### config.mk
export PLATFORM = sky130hd
export DESIGN_NAME = dual_host_word_mailbox
export DESIGN_NICKNAME = d
export VERILOG_FILES = /design/src/inc/mailbox_pkg.sv /design/src/design/dual_host_word_mailbox.sv /design/src/design/piece_counter.sv
export SDC_FILE = /design/constraint.sdc
export NUM_CORES = 1
export LEC_CHECK = 0
export CAP_MARGIN = 20
export CORE_MARGIN = 5
export CORE_UTILIZATION = 55
export CTS_CLUSTER_DIAMETER = 120
export DETAILED_ROUTE_END_ITERATION = 7
export DONT_BUFFER_PORTS = 1
export PLACE_DENSITY_LB_ADDON = 0.15
export SLEW_MARGIN = 20
export SYNTH_ARGS = -nofsm -noshare
export SYNTH_HDL_FRONTEND = slang
export SYNTH_SLANG_ARGS = --single-unit
### constraint.sdc
create_clock -name core_clk -period 2.4 [get_ports core_clk]
set_clock_uncertainty 0.1 [all_clocks]
set_input_delay 0.36 -clock core_clk [delete_from_list [all_inputs] [get_ports core_clk]]
set_output_delay 0.36 -clock core_clk [all_outputs]
set_load 0.02 [all_outputs]
### src/inc/mailbox_pkg.sv
// shared constants for the dual host word mailbox
package mailbox_pkg;
	localparam int MAIN_WIDTH = 36;
	localparam int SAT_WIDTH  = 18;
	localparam int PORTION12  = 12;
	localparam int PORTION18  = 18;
	localparam int PIECES12   = 3;
	localparam int PIECES18   = 2;
	// status word bit positions
	localparam int STAT_OUT_EMPTY_BIT = 28;
	localparam int STAT_OUT_FULL_BIT  = 29;
	localparam int STAT_IN_FULL_BIT   = 30;
	localparam int STAT_IN_EMPTY_BIT  = 31;
	localparam int STAT_SAT_IRQ_BIT   = 32;
	// reset values
	localparam logic [35:0] BUFFER_RESET = 36'h000000000;
	localparam logic        FLAG_RESET   = 1'b0;
	// clear strobe to set strobe spacing of a main word write
	localparam int WRITE_GAP_NS  = 1000;
	localparam int CLK_PERIOD_NS = 10;
	localparam int WRITE_GAP_CYC = WRITE_GAP_NS / CLK_PERIOD_NS;
endpackage

### src/design/dual_host_word_mailbox.sv
// dual host word mailbox: main host word port, satellite piece port
`timescale 1ns/1ns
module dual_host_word_mailbox #(
	parameter int WORD_W = mailbox_pkg::MAIN_WIDTH
) (
	input  wire logic                core_clk,
	input  wire logic                rst_n,
	input  wire logic                satWide,
	input  wire logic [WORD_W-1:0]   mainDataIn,
	input  wire logic                mainWriteClr,
	input  wire logic                mainWriteSet,
	input  wire logic                mainWordRead,
	input  wire logic                mainStatusRead,
	input  wire logic                mainControlWrite,
	output logic      [WORD_W-1:0]   mainDataOut,
	output logic                     mainHostIrq,
	input  wire logic                satTestOutFull,
	input  wire logic                satTestInEmpty,
	input  wire logic                satRead,
	input  wire logic                satClear,
	input  wire logic                satLoad,
	input  wire logic [17:0]         satDataIn,
	output logic      [17:0]         satDataOut,
	output logic                     satelliteIrq,
	output logic                     skipRequest,
	output logic                     satelliteReadRequest
);
	logic [WORD_W-1:0] outboundBuffer;
	logic [WORD_W-1:0] inboundBuffer;
	logic              outboundFull;
	logic              outboundEmpty;
	logic              inboundFull;
	logic              inboundEmpty;
	logic              satIrqFlag;
	logic [1:0]        readIndex;
	logic              readLast;
	logic [1:0]        loadIndex;
	logic              loadLast;
	logic              wideMeta;
	logic              wideCfg;
	logic [17:0]       next_satData;
	logic [WORD_W-1:0] next_inbound;

	// width strap is a pin: two flops before use, no reset so it survives reset
	always_ff @(posedge core_clk) begin
		wideMeta <= satWide;
		wideCfg  <= wideMeta;
	end

	piece_counter u_readCount (
		.core_clk (core_clk),
		.rst_n    (rst_n),
		.wide     (wideCfg),
		.restart  (mainWriteSet),
		.step     (satRead),
		.index    (readIndex),
		.last     (readLast)
	);

	piece_counter u_loadCount (
		.core_clk (core_clk),
		.rst_n    (rst_n),
		.wide     (wideCfg),
		.restart  (satClear),
		.step     (satLoad),
		.index    (loadIndex),
		.last     (loadLast)
	);

	// outbound buffer: clear strobe empties it, set strobe loads the word
	always_ff @(posedge core_clk) begin
		if (!rst_n) begin
			outboundBuffer <= mailbox_pkg::BUFFER_RESET;
		end else if (mainWriteSet) begin
			outboundBuffer <= mainDataIn;
		end else if (mainWriteClr) begin
			outboundBuffer <= mailbox_pkg::BUFFER_RESET;
		end
	end

	// outbound flags; the last read wins over a stale control clear
	always_ff @(posedge core_clk) begin
		if (!rst_n) begin
			outboundFull  <= mailbox_pkg::FLAG_RESET;
			outboundEmpty <= mailbox_pkg::FLAG_RESET;
		end else begin
			if (mainWriteSet) begin
				outboundFull <= 1'b1;
			end else if (satRead && readLast) begin
				outboundFull <= 1'b0;
			end else if (mainControlWrite) begin
				outboundFull <= 1'b0;
			end
			if (satRead && readLast) begin
				outboundEmpty <= 1'b1;
			end else if (mainWriteClr || mainControlWrite) begin
				outboundEmpty <= 1'b0;
			end
		end
	end

	// portion select; 12-bit pieces low first, 18-bit halves low first
	always_comb begin
		next_satData = 18'h00000;
		if (wideCfg) begin
			next_satData = (readIndex == 2'h0) ? outboundBuffer[17:0]
				: outboundBuffer[35:18];
		end else begin
			case (readIndex)
				2'h0:    next_satData = {6'h00, outboundBuffer[11:0]};
				2'h1:    next_satData = {6'h00, outboundBuffer[23:12]};
				2'h2:    next_satData = {6'h00, outboundBuffer[35:24]};
				default: next_satData = 18'h00000;
			endcase
		end
	end

	// satellite data register; holds the last portion read
	always_ff @(posedge core_clk) begin
		if (!rst_n) begin
			satDataOut <= 18'h00000;
		end else if (satRead) begin
			satDataOut <= next_satData;
		end
	end

	// read request follows each read on a wide satellite, one cycle later
	always_ff @(posedge core_clk) begin
		if (!rst_n) begin
			satelliteReadRequest <= 1'b0;
		end else begin
			satelliteReadRequest <= satRead && wideCfg;
		end
	end

	// skip answers the two flag tests
	assign skipRequest = (satTestOutFull && outboundFull)
		|| (satTestInEmpty && inboundEmpty);

	// merge the incoming piece into the next inbound slot
	always_comb begin
		next_inbound = inboundBuffer;
		if (wideCfg) begin
			if (loadIndex == 2'h0) begin
				next_inbound[17:0] = satDataIn;
			end else begin
				next_inbound[35:18] = satDataIn;
			end
		end else begin
			case (loadIndex)
				2'h0:    next_inbound[11:0]  = satDataIn[11:0];
				2'h1:    next_inbound[23:12] = satDataIn[11:0];
				2'h2:    next_inbound[35:24] = satDataIn[11:0];
				default: next_inbound = inboundBuffer;
			endcase
		end
	end

	// inbound buffer; clear pulse zeroes every bit
	always_ff @(posedge core_clk) begin
		if (!rst_n) begin
			inboundBuffer <= mailbox_pkg::BUFFER_RESET;
		end else if (satClear) begin
			inboundBuffer <= mailbox_pkg::BUFFER_RESET;
		end else if (satLoad) begin
			inboundBuffer <= next_inbound;
		end
	end

	// inbound flags; hardware sets win over clears in the same cycle
	always_ff @(posedge core_clk) begin
		if (!rst_n) begin
			inboundFull  <= mailbox_pkg::FLAG_RESET;
			inboundEmpty <= mailbox_pkg::FLAG_RESET;
		end else begin
			if (satLoad && loadLast) begin
				inboundFull <= 1'b1;
			end else if (mainWordRead || mainControlWrite || satClear) begin
				inboundFull <= 1'b0;
			end
			if (mainWordRead) begin
				inboundEmpty <= 1'b1;
			end else if (satClear || mainControlWrite) begin
				inboundEmpty <= 1'b0;
			end
		end
	end

	// fifth flag: satellite interrupt latched by main word read
	always_ff @(posedge core_clk) begin
		if (!rst_n) begin
			satIrqFlag <= mailbox_pkg::FLAG_RESET;
		end else if (mainWordRead) begin
			satIrqFlag <= 1'b1;
		end else if (satClear || mainControlWrite) begin
			satIrqFlag <= 1'b0;
		end
	end

	// interrupts are plain levels from the flags
	assign satelliteIrq = outboundFull || satIrqFlag;
	assign mainHostIrq  = outboundEmpty || inboundFull;

	// main data register: word or status, held until next read
	always_ff @(posedge core_clk) begin
		if (!rst_n) begin
			mainDataOut <= mailbox_pkg::BUFFER_RESET;
		end else if (mainWordRead) begin
			mainDataOut <= inboundBuffer;
		end else if (mainStatusRead) begin
			mainDataOut <= '0;
			mainDataOut[mailbox_pkg::STAT_OUT_EMPTY_BIT] <= outboundEmpty;
			mainDataOut[mailbox_pkg::STAT_OUT_FULL_BIT]  <= outboundFull;
			mainDataOut[mailbox_pkg::STAT_IN_FULL_BIT]   <= inboundFull;
			mainDataOut[mailbox_pkg::STAT_IN_EMPTY_BIT]  <= inboundEmpty;
			mainDataOut[mailbox_pkg::STAT_SAT_IRQ_BIT]   <= satIrqFlag;
		end
	end

	property p_writeLoads;
		@(posedge core_clk) disable iff (!rst_n)
		mainWriteSet |=> (outboundFull && outboundBuffer == $past(mainDataIn));
	endproperty
	a_writeLoads: assert property (p_writeLoads) else $error("word write not loaded");

	property p_satIrq;
		@(posedge core_clk) disable iff (!rst_n)
		mainWriteSet |=> satelliteIrq;
	endproperty
	a_satIrq: assert property (p_satIrq) else $error("satellite irq missing");

	property p_skip;
		@(posedge core_clk) disable iff (!rst_n)
		(satTestOutFull && outboundFull) |-> skipRequest;
	endproperty
	a_skip: assert property (p_skip) else $error("skip not raised");

	property p_readReq;
		@(posedge core_clk) disable iff (!rst_n)
		(satRead && wideCfg) |=> satelliteReadRequest;
	endproperty
	a_readReq: assert property (p_readReq) else $error("read request missing");

	property p_lastRead;
		@(posedge core_clk) disable iff (!rst_n)
		(satRead && readLast && !mainWriteSet) |=> (outboundEmpty && !outboundFull);
	endproperty
	a_lastRead: assert property (p_lastRead) else $error("last read flags wrong");

	property p_mainIrq;
		@(posedge core_clk) disable iff (!rst_n)
		(satRead && readLast && !mainWriteSet) |=> mainHostIrq;
	endproperty
	a_mainIrq: assert property (p_mainIrq) else $error("main irq missing");

	property p_status28;
		@(posedge core_clk) disable iff (!rst_n)
		(mainStatusRead && !mainWordRead)
			|=> mainDataOut[mailbox_pkg::STAT_OUT_EMPTY_BIT] == $past(outboundEmpty);
	endproperty
	a_status28: assert property (p_status28) else $error("status bit wrong");

	property p_control;
		@(posedge core_clk) disable iff (!rst_n)
		(mainControlWrite && !satRead && !satLoad && !mainWordRead && !mainWriteSet)
			|=> !mainHostIrq;
	endproperty
	a_control: assert property (p_control) else $error("control clear failed");

	property p_clear;
		@(posedge core_clk) disable iff (!rst_n)
		(satClear && !mainWordRead) |=> (inboundBuffer == '0 && !inboundEmpty);
	endproperty
	a_clear: assert property (p_clear) else $error("inbound clear failed");

	property p_wordRead;
		@(posedge core_clk) disable iff (!rst_n)
		(mainWordRead && !(satLoad && loadLast)) |=>
			(mainDataOut == $past(inboundBuffer) && inboundEmpty && !inboundFull
			&& satelliteIrq);
	endproperty
	a_wordRead: assert property (p_wordRead) else $error("word read failed");

	// clear strobe of a word write empties the buffer and drops the empty flag
	property p_clearStrobe;
		@(posedge core_clk) disable iff (!rst_n)
		(mainWriteClr && !mainWriteSet && !(satRead && readLast))
			|=> (outboundBuffer == '0 && !outboundEmpty);
	endproperty
	a_clearStrobe: assert property (p_clearStrobe) else $error("clear strobe failed");

	property p_loadFull;
		@(posedge core_clk) disable iff (!rst_n)
		(satLoad && loadLast) |=> (inboundFull && mainHostIrq);
	endproperty
	a_loadFull: assert property (p_loadFull) else $error("inbound full not set");

	property p_firstPiece;
		@(posedge core_clk) disable iff (!rst_n)
		(satRead && !wideCfg && readIndex == 2'h0)
			|=> satDataOut == {6'h00, $past(outboundBuffer[11:0])};
	endproperty
	a_firstPiece: assert property (p_firstPiece) else $error("first piece wrong");

	property p_secondLoad;
		@(posedge core_clk) disable iff (!rst_n)
		(satLoad && !satClear && wideCfg && loadIndex == 2'h1)
			|=> inboundBuffer[35:18] == $past(satDataIn);
	endproperty
	a_secondLoad: assert property (p_secondLoad) else $error("upper half not loaded");

	property p_readReqPulse;
		@(posedge core_clk) disable iff (!rst_n)
		!(satRead && wideCfg) |=> !satelliteReadRequest;
	endproperty
	a_readReqPulse: assert property (p_readReqPulse) else $error("read request stuck");

	property p_statusIn;
		@(posedge core_clk) disable iff (!rst_n)
		(mainStatusRead && !mainWordRead)
			|=> mainDataOut[mailbox_pkg::STAT_IN_FULL_BIT] == $past(inboundFull);
	endproperty
	a_statusIn: assert property (p_statusIn) else $error("inbound full status wrong");
endmodule // dual_host_word_mailbox

### src/design/piece_counter.sv
// counts satellite transfer pieces and flags the final one
`timescale 1ns/1ns
module piece_counter (
	input  wire logic       core_clk,
	input  wire logic       rst_n,
	input  wire logic       wide,
	input  wire logic       restart,
	input  wire logic       step,
	output logic      [1:0] index,
	output logic            last
);
	// last piece depends on satellite width
	assign last = wide ? (index == 2'h1) : (index == 2'h2);

	// restart wins, the final step wraps to zero
	always_ff @(posedge core_clk) begin
		if (!rst_n || restart) begin
			index <= 2'h0;
		end else if (step) begin
			index <= last ? 2'h0 : index + 2'h1;
		end
	end
endmodule // piece_counter

Word level (Yosys, flattened, before mapping)
Cells that the tools add are included.

Word-level logic and storage cells: 81. Memory bits (writable): 0. ROM bits: 0. Memories kept: 0. Register bits: 137. Output and inout bits: 58. Bits of input ports: 67. Latch bits: 0.

Magnitude comparators: 0. Multiply operators: 0. Shift-type cells: 0. Divide/modulo/power cells: 0. Multiplexer cells: 26. Bitwise gates (word level): 1. Reductions and logical operators: 30. $add $sub $neg: 2. Equality and inequality tests: 6.

Operator list (count): $mux 36 (5); $mux 18 (4); $mux 12 (3); $pmux 12 s3 (1); $reduce_bool 2->1 (7); $mux 1 (11); $logic_or 1x1->1 (9); $reduce_and 3->1 (3); $logic_and 1x1->1 (5); $add 2x1->2 const B (2); $eq 2x1->1 const B (2); $eq 2x2->1 const B (2); $logic_not 2->1 (2); $mux 2 (2); $reduce_bool 3->1 (1); $ne 2x1->1 const B (1); $ne 2x2->1 const B (1); $reduce_and 2->1 (1); $reduce_or 2->1 (1); $logic_not 1->1 (1); $not 1->1 (1).

Depth between registers and ports, before layout
Gate-level depths: netlist of the first run.

Word-level depth: 5. Depth in mapped cells: 6.

By module
From an unflattened synthesis of the first run, not the netlist that was laid out.

Cells, all modules: 658. Area, all modules: 6227.2 µm².

Modules (own cells, without submodules): dual_host_word_mailbox (instances 1, cells an instance 626, seq. area each 2662.6 µm², area each 5994.5 µm²); piece_counter (instances 2, cells an instance 16, seq. area each 40.0 µm², area each 116.4 µm²).

Worst setup path after synthesis of the first run
No wires, ideal clock.

Kind: register to register. Start point: reg u_readCount.index[0]. End point: reg satDataOut[11]. Buffers on the path: 1. Period minus slack after synthesis: 1609 ps. Setup slack: 791 ps. Library setup time: 115 ps. Cell stages (with the launch flop): 7. Arrival time: 1395 ps. Path through: dfxtp_1 -> inv_1 -> ha_1 -> buf_2 -> a222oi_1 -> nor2_1 -> o21a_1.

Longest elaborated chain between the ends: 3.

RTL lines: start, declared (RTL line piece_counter.sv:9) `output logic [1:0] index,`; start signal, assigned (RTL line piece_counter.sv:20) `index <= last ? 2'h0 : index + 2'h1;`; $eq 2x2->1 (tied with other cells) (RTL line dual_host_word_mailbox.sv:109) `case (readIndex)`; $pmux 12 s3 / $mux 18 (equally long branches) (RTL line dual_host_word_mailbox.sv:109, dual_host_word_mailbox.sv:106); $mux 18 * (RTL line dual_host_word_mailbox.sv:105) `if (wideCfg) begin`; end signal, assigned (RTL line dual_host_word_mailbox.sv:123) `satDataOut <= next_satData;`; end, declared (RTL line dual_host_word_mailbox.sv:23) `output logic [17:0] satDataOut,`.

Every way passes the cells marked *; elsewhere a longest branch is shown, timed or not. A chain may end at the register's enable or synchronous reset.

Worst setup path after layout of the first run
Start point: reg u_readCount.index[0]. End point: reg u_readCount.index[1].

Longest elaborated chain between the ends: 3.

RTL lines: $eq 2x2->1 / $eq 2x1->1 (equally long branches) (RTL line piece_counter.sv:13) `assign last = wide ? (index == 2'h1) : (index == 2'h2);`; $mux 1 (RTL line piece_counter.sv:13); $mux 2 * (RTL line piece_counter.sv:20).

Marked as above.

==> impl_metrics.env, run 1 <==
export IMPL_status="finished clean"
export IMPL_syn_avg_cell_area_um2=9.480
export IMPL_drv_cap=0
export IMPL_cp_max_fo=13
export IMPL_layout_commonest_cell="dfxtp_1"
export IMPL_setup_violations=0
export IMPL_finalHoldViolations=0
export IMPL_final_util_pct=63.95
export IMPL_clockBufferDepth=2
export IMPL_wl_um=15960
export IMPL_drtIter0Drc=468
export IMPL_clock_sinks=137
export IMPL_worst_pin_slew_ns=0.6580
export IMPL_crit_chain="inv_1 > ha_2 > mux2i_1 > nor2_1 > nor4b_1 > dlygate4sd3_1"
export IMPL_ir_worst_vdd_uv=479.7
export IMPL_grt_pass1_wl_um=25470
export IMPL_dp_cells=736
export IMPL_rsz0062_at_grt="no"
export IMPL_final_cell_mix="dfxtp_1, a21oi_1, nor2b_1"
export IMPL_crit_path_end_kind="register"
export IMPL_syn2layout_area_growth_pct=12.80
export IMPL_cts_tree="done"
export IMPL_min_path_type="input pin to register"
export IMPL_finalCritPeriodShare_pct=90.08
export IMPL_detailed_place_hpwl_um=9927
export IMPL_netlist_instances=654
export IMPL_htreeDepth=4
export IMPL_fin_setup_tns_ns=0
export IMPL_io_pins=125
export IMPL_fmax_mhz=462.6
export IMPL_cts_buffers=17
export IMPL_port_buffers=0
export IMPL_die_x_um=116.2
export IMPL_p_leak_nw=2.503
export IMPL_synth_seq_cells=137
export IMPL_place_worst_setup_slack_ns=0.6360
export IMPL_cts_root_buf="clkbuf_16"
export IMPL_die_area_um2=13500
export IMPL_min_period_ns=2.162
export IMPL_worstSkewPairLatency_ns=0.43
export IMPL_cp_data_required_time_ns=2.67
export IMPL_route_detailed_drc=0
export IMPL_rows=38
export IMPL_synth_area_um2=6200
export IMPL_first_pass_iters=6
export IMPL_antenna_found_initial=0
export IMPL_cp_arrival_ns=2.43
export IMPL_initial_core_util_pct=56.69
export IMPL_wl_per_cell_um=20.00
export IMPL_multi_input_area_um2=3126
export IMPL_grt_max_degree=93
export IMPL_num_vias=4846
export IMPL_critical_path_class="register to register"
export IMPL_yosysWarnings=0
export IMPL_grt_pass1_vias=4769
export IMPL_num_antenna_cells=0
export IMPL_routabilityCongestion=0.8528
export IMPL_start_kind="register"
export IMPL_relSlewSlack_pct=56.14
export IMPL_syn_num_nets=728
export IMPL_final_cells=798
export IMPL_grt_usage_pct=24.59
export IMPL_crit_slowest_cell="dlygate4sd3_1"
export IMPL_die_h_um=116.2
export IMPL_overflow=0
export IMPL_power_density_nw_per_um2=756.2
export IMPL_seq_area_um2=2744
export IMPL_synth_cell_types=36
export IMPL_detail_route_vias_per_cell=6.073
export IMPL_core_area_um2=10940
export IMPL_worst_slack_ns=0.2382
export IMPL_clk_pin_slew_ns=0.06
export IMPL_drv_slew=0
export IMPL_fill_cells=900
export IMPL_ys_seq_area_share_pct=44.24
export IMPL_drtAntennaViolNets=0
export IMPL_drive_above_1_share_pct=7.751
export IMPL_fin_nets=720
export IMPL_crit_path_max_incr_delay_ns=0.58
## state kept, by name (all words and copies together), names as in the netlist
signal                cells
outboundFull              1
outboundEmpty             1
inboundBuffer            36
satelliteReadRequest      1
wideCfg                   1
inboundFull               1
mainDataOut              36
outboundBuffer           36
u_readCount.index         2
satDataOut               18
u_loadCount.index         2
wideMeta                  1
satIrqFlag                1
## power breakdown
group | leakage (nW) | switching (mW) | internal (mW) | total (mW)
Clock | 0.280 | 0.906 | 1.57 | 2.47
Combinational | 1.11 | 0.195 | 0.191 | 0.386
Sequential | 1.12 | 0.0846 | 2.35 | 2.43
Total | 2.50 | 1.19 | 4.10 | 5.29
## logic make-up (layout without fill, tap and decap cells)
logic type,after synthesis,after routing,synth area share [%]
AOI/OAI and AO/OA,183,183,19.56
buffers and inverters,69,73,5.429
muxes,54,54,8.900
DFF,137,137,44.24
xor gates and xnor gates,2,2,0.2826
adders and majority gates,7,7,1.413
and+or+nand+nor,202,202,20.18
## routing by layer
layer  vias to the layer above  GRT usage [%]  wire length (um)  share of wire [%]
li1                       2324              -                 -                  -
met3                        24          8.342              1179                7.4
met5                         -              0                 0                  0
met2                       138          37.09              7329                 46
met1                      2360          33.02              7218                 45
met4                         0          8.739               233                1.5
## path summary, 6_finish.rpt
check	start	cells past startpoint	slack, ns	to
max	u_readCount.index[0]	6	0.24	u_readCount.index[1]
min	mainWordRead	2	0.01	mainDataOut[0]
max reg2reg	u_readCount.index[0]	6	0.24	u_readCount.index[1]
min reg2reg	wideMeta	0	0.23	wideCfg
## synth_stat cells
cell type,number,share of area [%]
a22o_1,1,0.14
clkbuf_1,25,1.5
and2_1,10,1.0
or2_2,2,0.20
nand2b_1,1,0.10
buf_4,1,0.12
buf_12,1,0.32
a211oi_1,2,0.24
nor4b_1,3,0.42
o21a_1,14,1.7
inv_1,8,0.48
o2bb2ai_1,18,2.5
o21bai_1,1,0.12
or3b_4,1,0.18
nor2b_1,69,7.0
a222oi_1,12,1.9
a21boi_0,1,0.12
and2_4,1,0.14
and3_1,1,0.10
buf_1,13,0.79
dfxtp_1,137,44
nor2_1,17,1.0
ha_1,7,1.4
nand2_2,1,0.10
a21oi_1,106,8.6
buf_2,16,1.3
nand2_1,28,1.7
a211oi_2,10,2.0
a311oi_1,12,1.7
buf_6,5,0.91
nor3b_1,68,8.2
xnor2_1,2,0.28
o21ai_0,6,0.48
mux2i_1,51,8.2
mux2_4,2,0.48
mux2_2,1,0.18
## what timing repair did
item                                   CTS  global route
setup buffers                            0             0
setup endpoints to repair                0             1
gates resized for setup                  0             2
endpoints found under the hold margin  121             1
hold buffers                            30             1
## metrics by stage
step           hold WS (ns)  instance area [um^2]  total power [mW]
2_1_floorplan        0.2096                  6200             2.809
3_3_place_gp         0.2149                  6092             2.775
3_5_place_dp         0.2164                  6092             2.786
4_1_cts           0.0001426                  6978             5.329
5_1_grt            0.002874                  6993             5.486
6_report            0.01062                  6993             5.288
## final cells by class
cell class / count / share of cell area [%]
Clock buffer: 31 / 8.123
Inverter: 8 / 0.4294
Multi-Input combinational cell: 448 / 44.69
Sequential cell: 137 / 39.24
Tap cell: 140 / 2.505
Timing Repair Buffer: 34 / 5.010
## worst max-delay path, delay by kind of cell (launching register included)
kind / cells / cell delay (ns)
adder cells (fa/ha/maj): 1 / 0.30
buffers and inverters: 2 / 0.67
flip-flops: 1 / 0.40
multiplexers: 1 / 0.23
AND/OR/NAND/NOR: 2 / 0.40
(Power assumes the default switching activity.)
==> run 2: changes to the inputs <==
--- a/config.mk
+++ b/config.mk
@@ -6,11 +6,14 @@
 export NUM_CORES = 1
 export LEC_CHECK = 0
 export CAP_MARGIN = 20
+export CELL_PAD_IN_SITES_DETAIL_PLACEMENT = 0
+export CELL_PAD_IN_SITES_GLOBAL_PLACEMENT = 1
 export CORE_MARGIN = 5
-export CORE_UTILIZATION = 55
+export CORE_UTILIZATION = 52
 export CTS_CLUSTER_DIAMETER = 120
 export DETAILED_ROUTE_END_ITERATION = 7
 export DONT_BUFFER_PORTS = 1
+export MAX_ROUTING_LAYER = met4
 export PLACE_DENSITY_LB_ADDON = 0.15
 export SLEW_MARGIN = 20
 export SYNTH_ARGS = -nofsm -noshare
==> impl_metrics.env, run 2 (synthesized netlist as in run 1, its figures left out) <==
export IMPL_die_area_um2=14210
export IMPL_finalHoldViolations=0
export IMPL_rsz0062_at_grt="no"
export IMPL_first_pass_iters=5
export IMPL_clock_sinks=137
export IMPL_drtIter0Drc=381
export IMPL_cpLargestDelayFamily="simple AND/OR/NAND/NOR gates"
export IMPL_hold_ws_ns=0.01520
export IMPL_die_h_um=119.2
export IMPL_final_cell_mix="dfxtp_1, a21oi_1, nor2b_1"
export IMPL_crit_path_end_kind="register"
export IMPL_worstSetupPathDepth=5
export IMPL_min_period_ns=1.766
export IMPL_detail_route_vias_per_cell=5.972
export IMPL_fill_cells=1025
export IMPL_wl_um=15630
export IMPL_rows=39
export IMPL_syn2layout_area_growth_pct=9.889
export IMPL_crit_path_max_incr_delay_ns=0.39
export IMPL_crit_start="u_readCount.index[0]"
export IMPL_status="finished clean"
export IMPL_drv_slew=0
export IMPL_wl_per_cell_um=19.78
export IMPL_relSlewSlack_pct=61.12
export IMPL_port_buffers=0
export IMPL_cts_root_buf="clkbuf_16"
export IMPL_cts_setup_buffers=0
export IMPL_drive_above_1_share_pct=7.573
export IMPL_drv_cap=0
export IMPL_power_total_mw=4.992
export IMPL_fmax_mhz=566.4
export IMPL_layout_commonest_cell="dfxtp_1"
export IMPL_clockBufferDepth=2
export IMPL_fin_nets=711
export IMPL_worst_pin_slew_ns=0.5812
export IMPL_cp_max_fo=13
export IMPL_path_buf_inv=1
export IMPL_hold_start="mainDataIn[8]"
export IMPL_num_antenna_cells=0
export IMPL_finalCritPeriodShare_pct=73.57
export IMPL_p_leak_nw=2.430
export IMPL_io_pins=125
export IMPL_start_kind="register"
export IMPL_route_detailed_drc=0
export IMPL_drtAntennaViolNets=0
export IMPL_core_area_um2=11560
export IMPL_die_x_um=119.2
export IMPL_grt_pass1_wl_um=24780
export IMPL_crit_chain="inv_1 > ha_1 > mux2i_1 > nor2_1 > nor4b_1"
export IMPL_reg_largest_list="inboundBuffer (36), mainDataOut (36), outboundBuffer (36)"
export IMPL_critical_path_class="register to register"
export IMPL_grt_pass1_vias=4447
export IMPL_overflow=0
export IMPL_cp_data_required_time_ns=2.61
export IMPL_cts_buffers=17
export IMPL_num_vias=4718
export IMPL_initial_core_util_pct=53.61
export IMPL_power_density_nw_per_um2=732.8
export IMPL_cts_tree="done"
export IMPL_grt_usage_pct=22.75
export IMPL_crit_slowest_cell="dfxtp_1"
export IMPL_grt_max_degree=92
export IMPL_detailed_place_hpwl_um=10250
export IMPL_hold_depth=2
export IMPL_antenna_found_initial=0
export IMPL_htreeDepth=4
export IMPL_reg2reg_from="u_readCount.index[0]"
export IMPL_cp_arrival_ns=1.98
export IMPL_r2r_cells=5
export IMPL_min_path_type="input pin to register"
export IMPL_ir_worst_vdd_uv=566.9
export IMPL_setup_violations=0
export IMPL_clk_pin_slew_ns=0.05
export IMPL_routabilityCongestion=0.7606
export IMPL_worstSkewPairLatency_ns=0.42
export IMPL_fin_setup_tns_ns=0
==> run 2: final cells by class <==
cell class                 count  area (um^2)  share of cell area [%]
inverter                       8        30.03                  0.4408
sequential                   137         2744                   40.28
clock inverter                 5        25.02                  0.3673
timing repair buffer          25        252.7                   3.710
tap                          143        178.9                   2.626
multi-input combinational    448         3120                   45.80
clock buffer                  24        461.7                   6.777
==> run 2: final timing paths <==
check | end | slack, ns
setup / recovery | u_readCount.index[1] | 0.63
hold reg to reg | wideCfg | 0.26
hold / removal | outboundBuffer[8] | 0.02
setup reg to reg | u_readCount.index[1] | 0.63
==> run 2: layer usage <==
layer	vias up	routed length [um]	track usage (%)
li1	2307	-	-
met1	2251	7146	29.71
met2	132	7166	32.82
met3	28	1033	7.488
met4	0	280	8.472
met5	-	0	-
==> run 2: timing repair <==
item                      CTS  global route
hold buffers               18             1
gates resized for setup     0             0
hold endpoints to repair  120             1
==> run 2: worst register-to-register path, cell delays in order, from the launching register on <==
cell,delay [ns]
dfxtp_1,0.39
inv_1,0.08
ha_1,0.39
mux2i_1,0.29
nor2_1,0.13
nor4b_1,0.29
==> run 2: power breakdown <==
group	switching, mW	internal [mW]
sequential	0.0832	2.35
combinational	0.188	0.182
clock	0.876	1.32
==> run 2: stage by stage <==
stage,instance area [um^2],worst slack (ns),std cells,util (%)
after global placement,6118,0.7004,742,52.90
after detailed placement,6118,0.6741,742,52.90
after CTS,6803,0.6455,789,58.82
after floorplan,6200,0.7906,654,-
after global routing,6813,0.5028,790,58.91
final,6813,0.6343,790,58.91
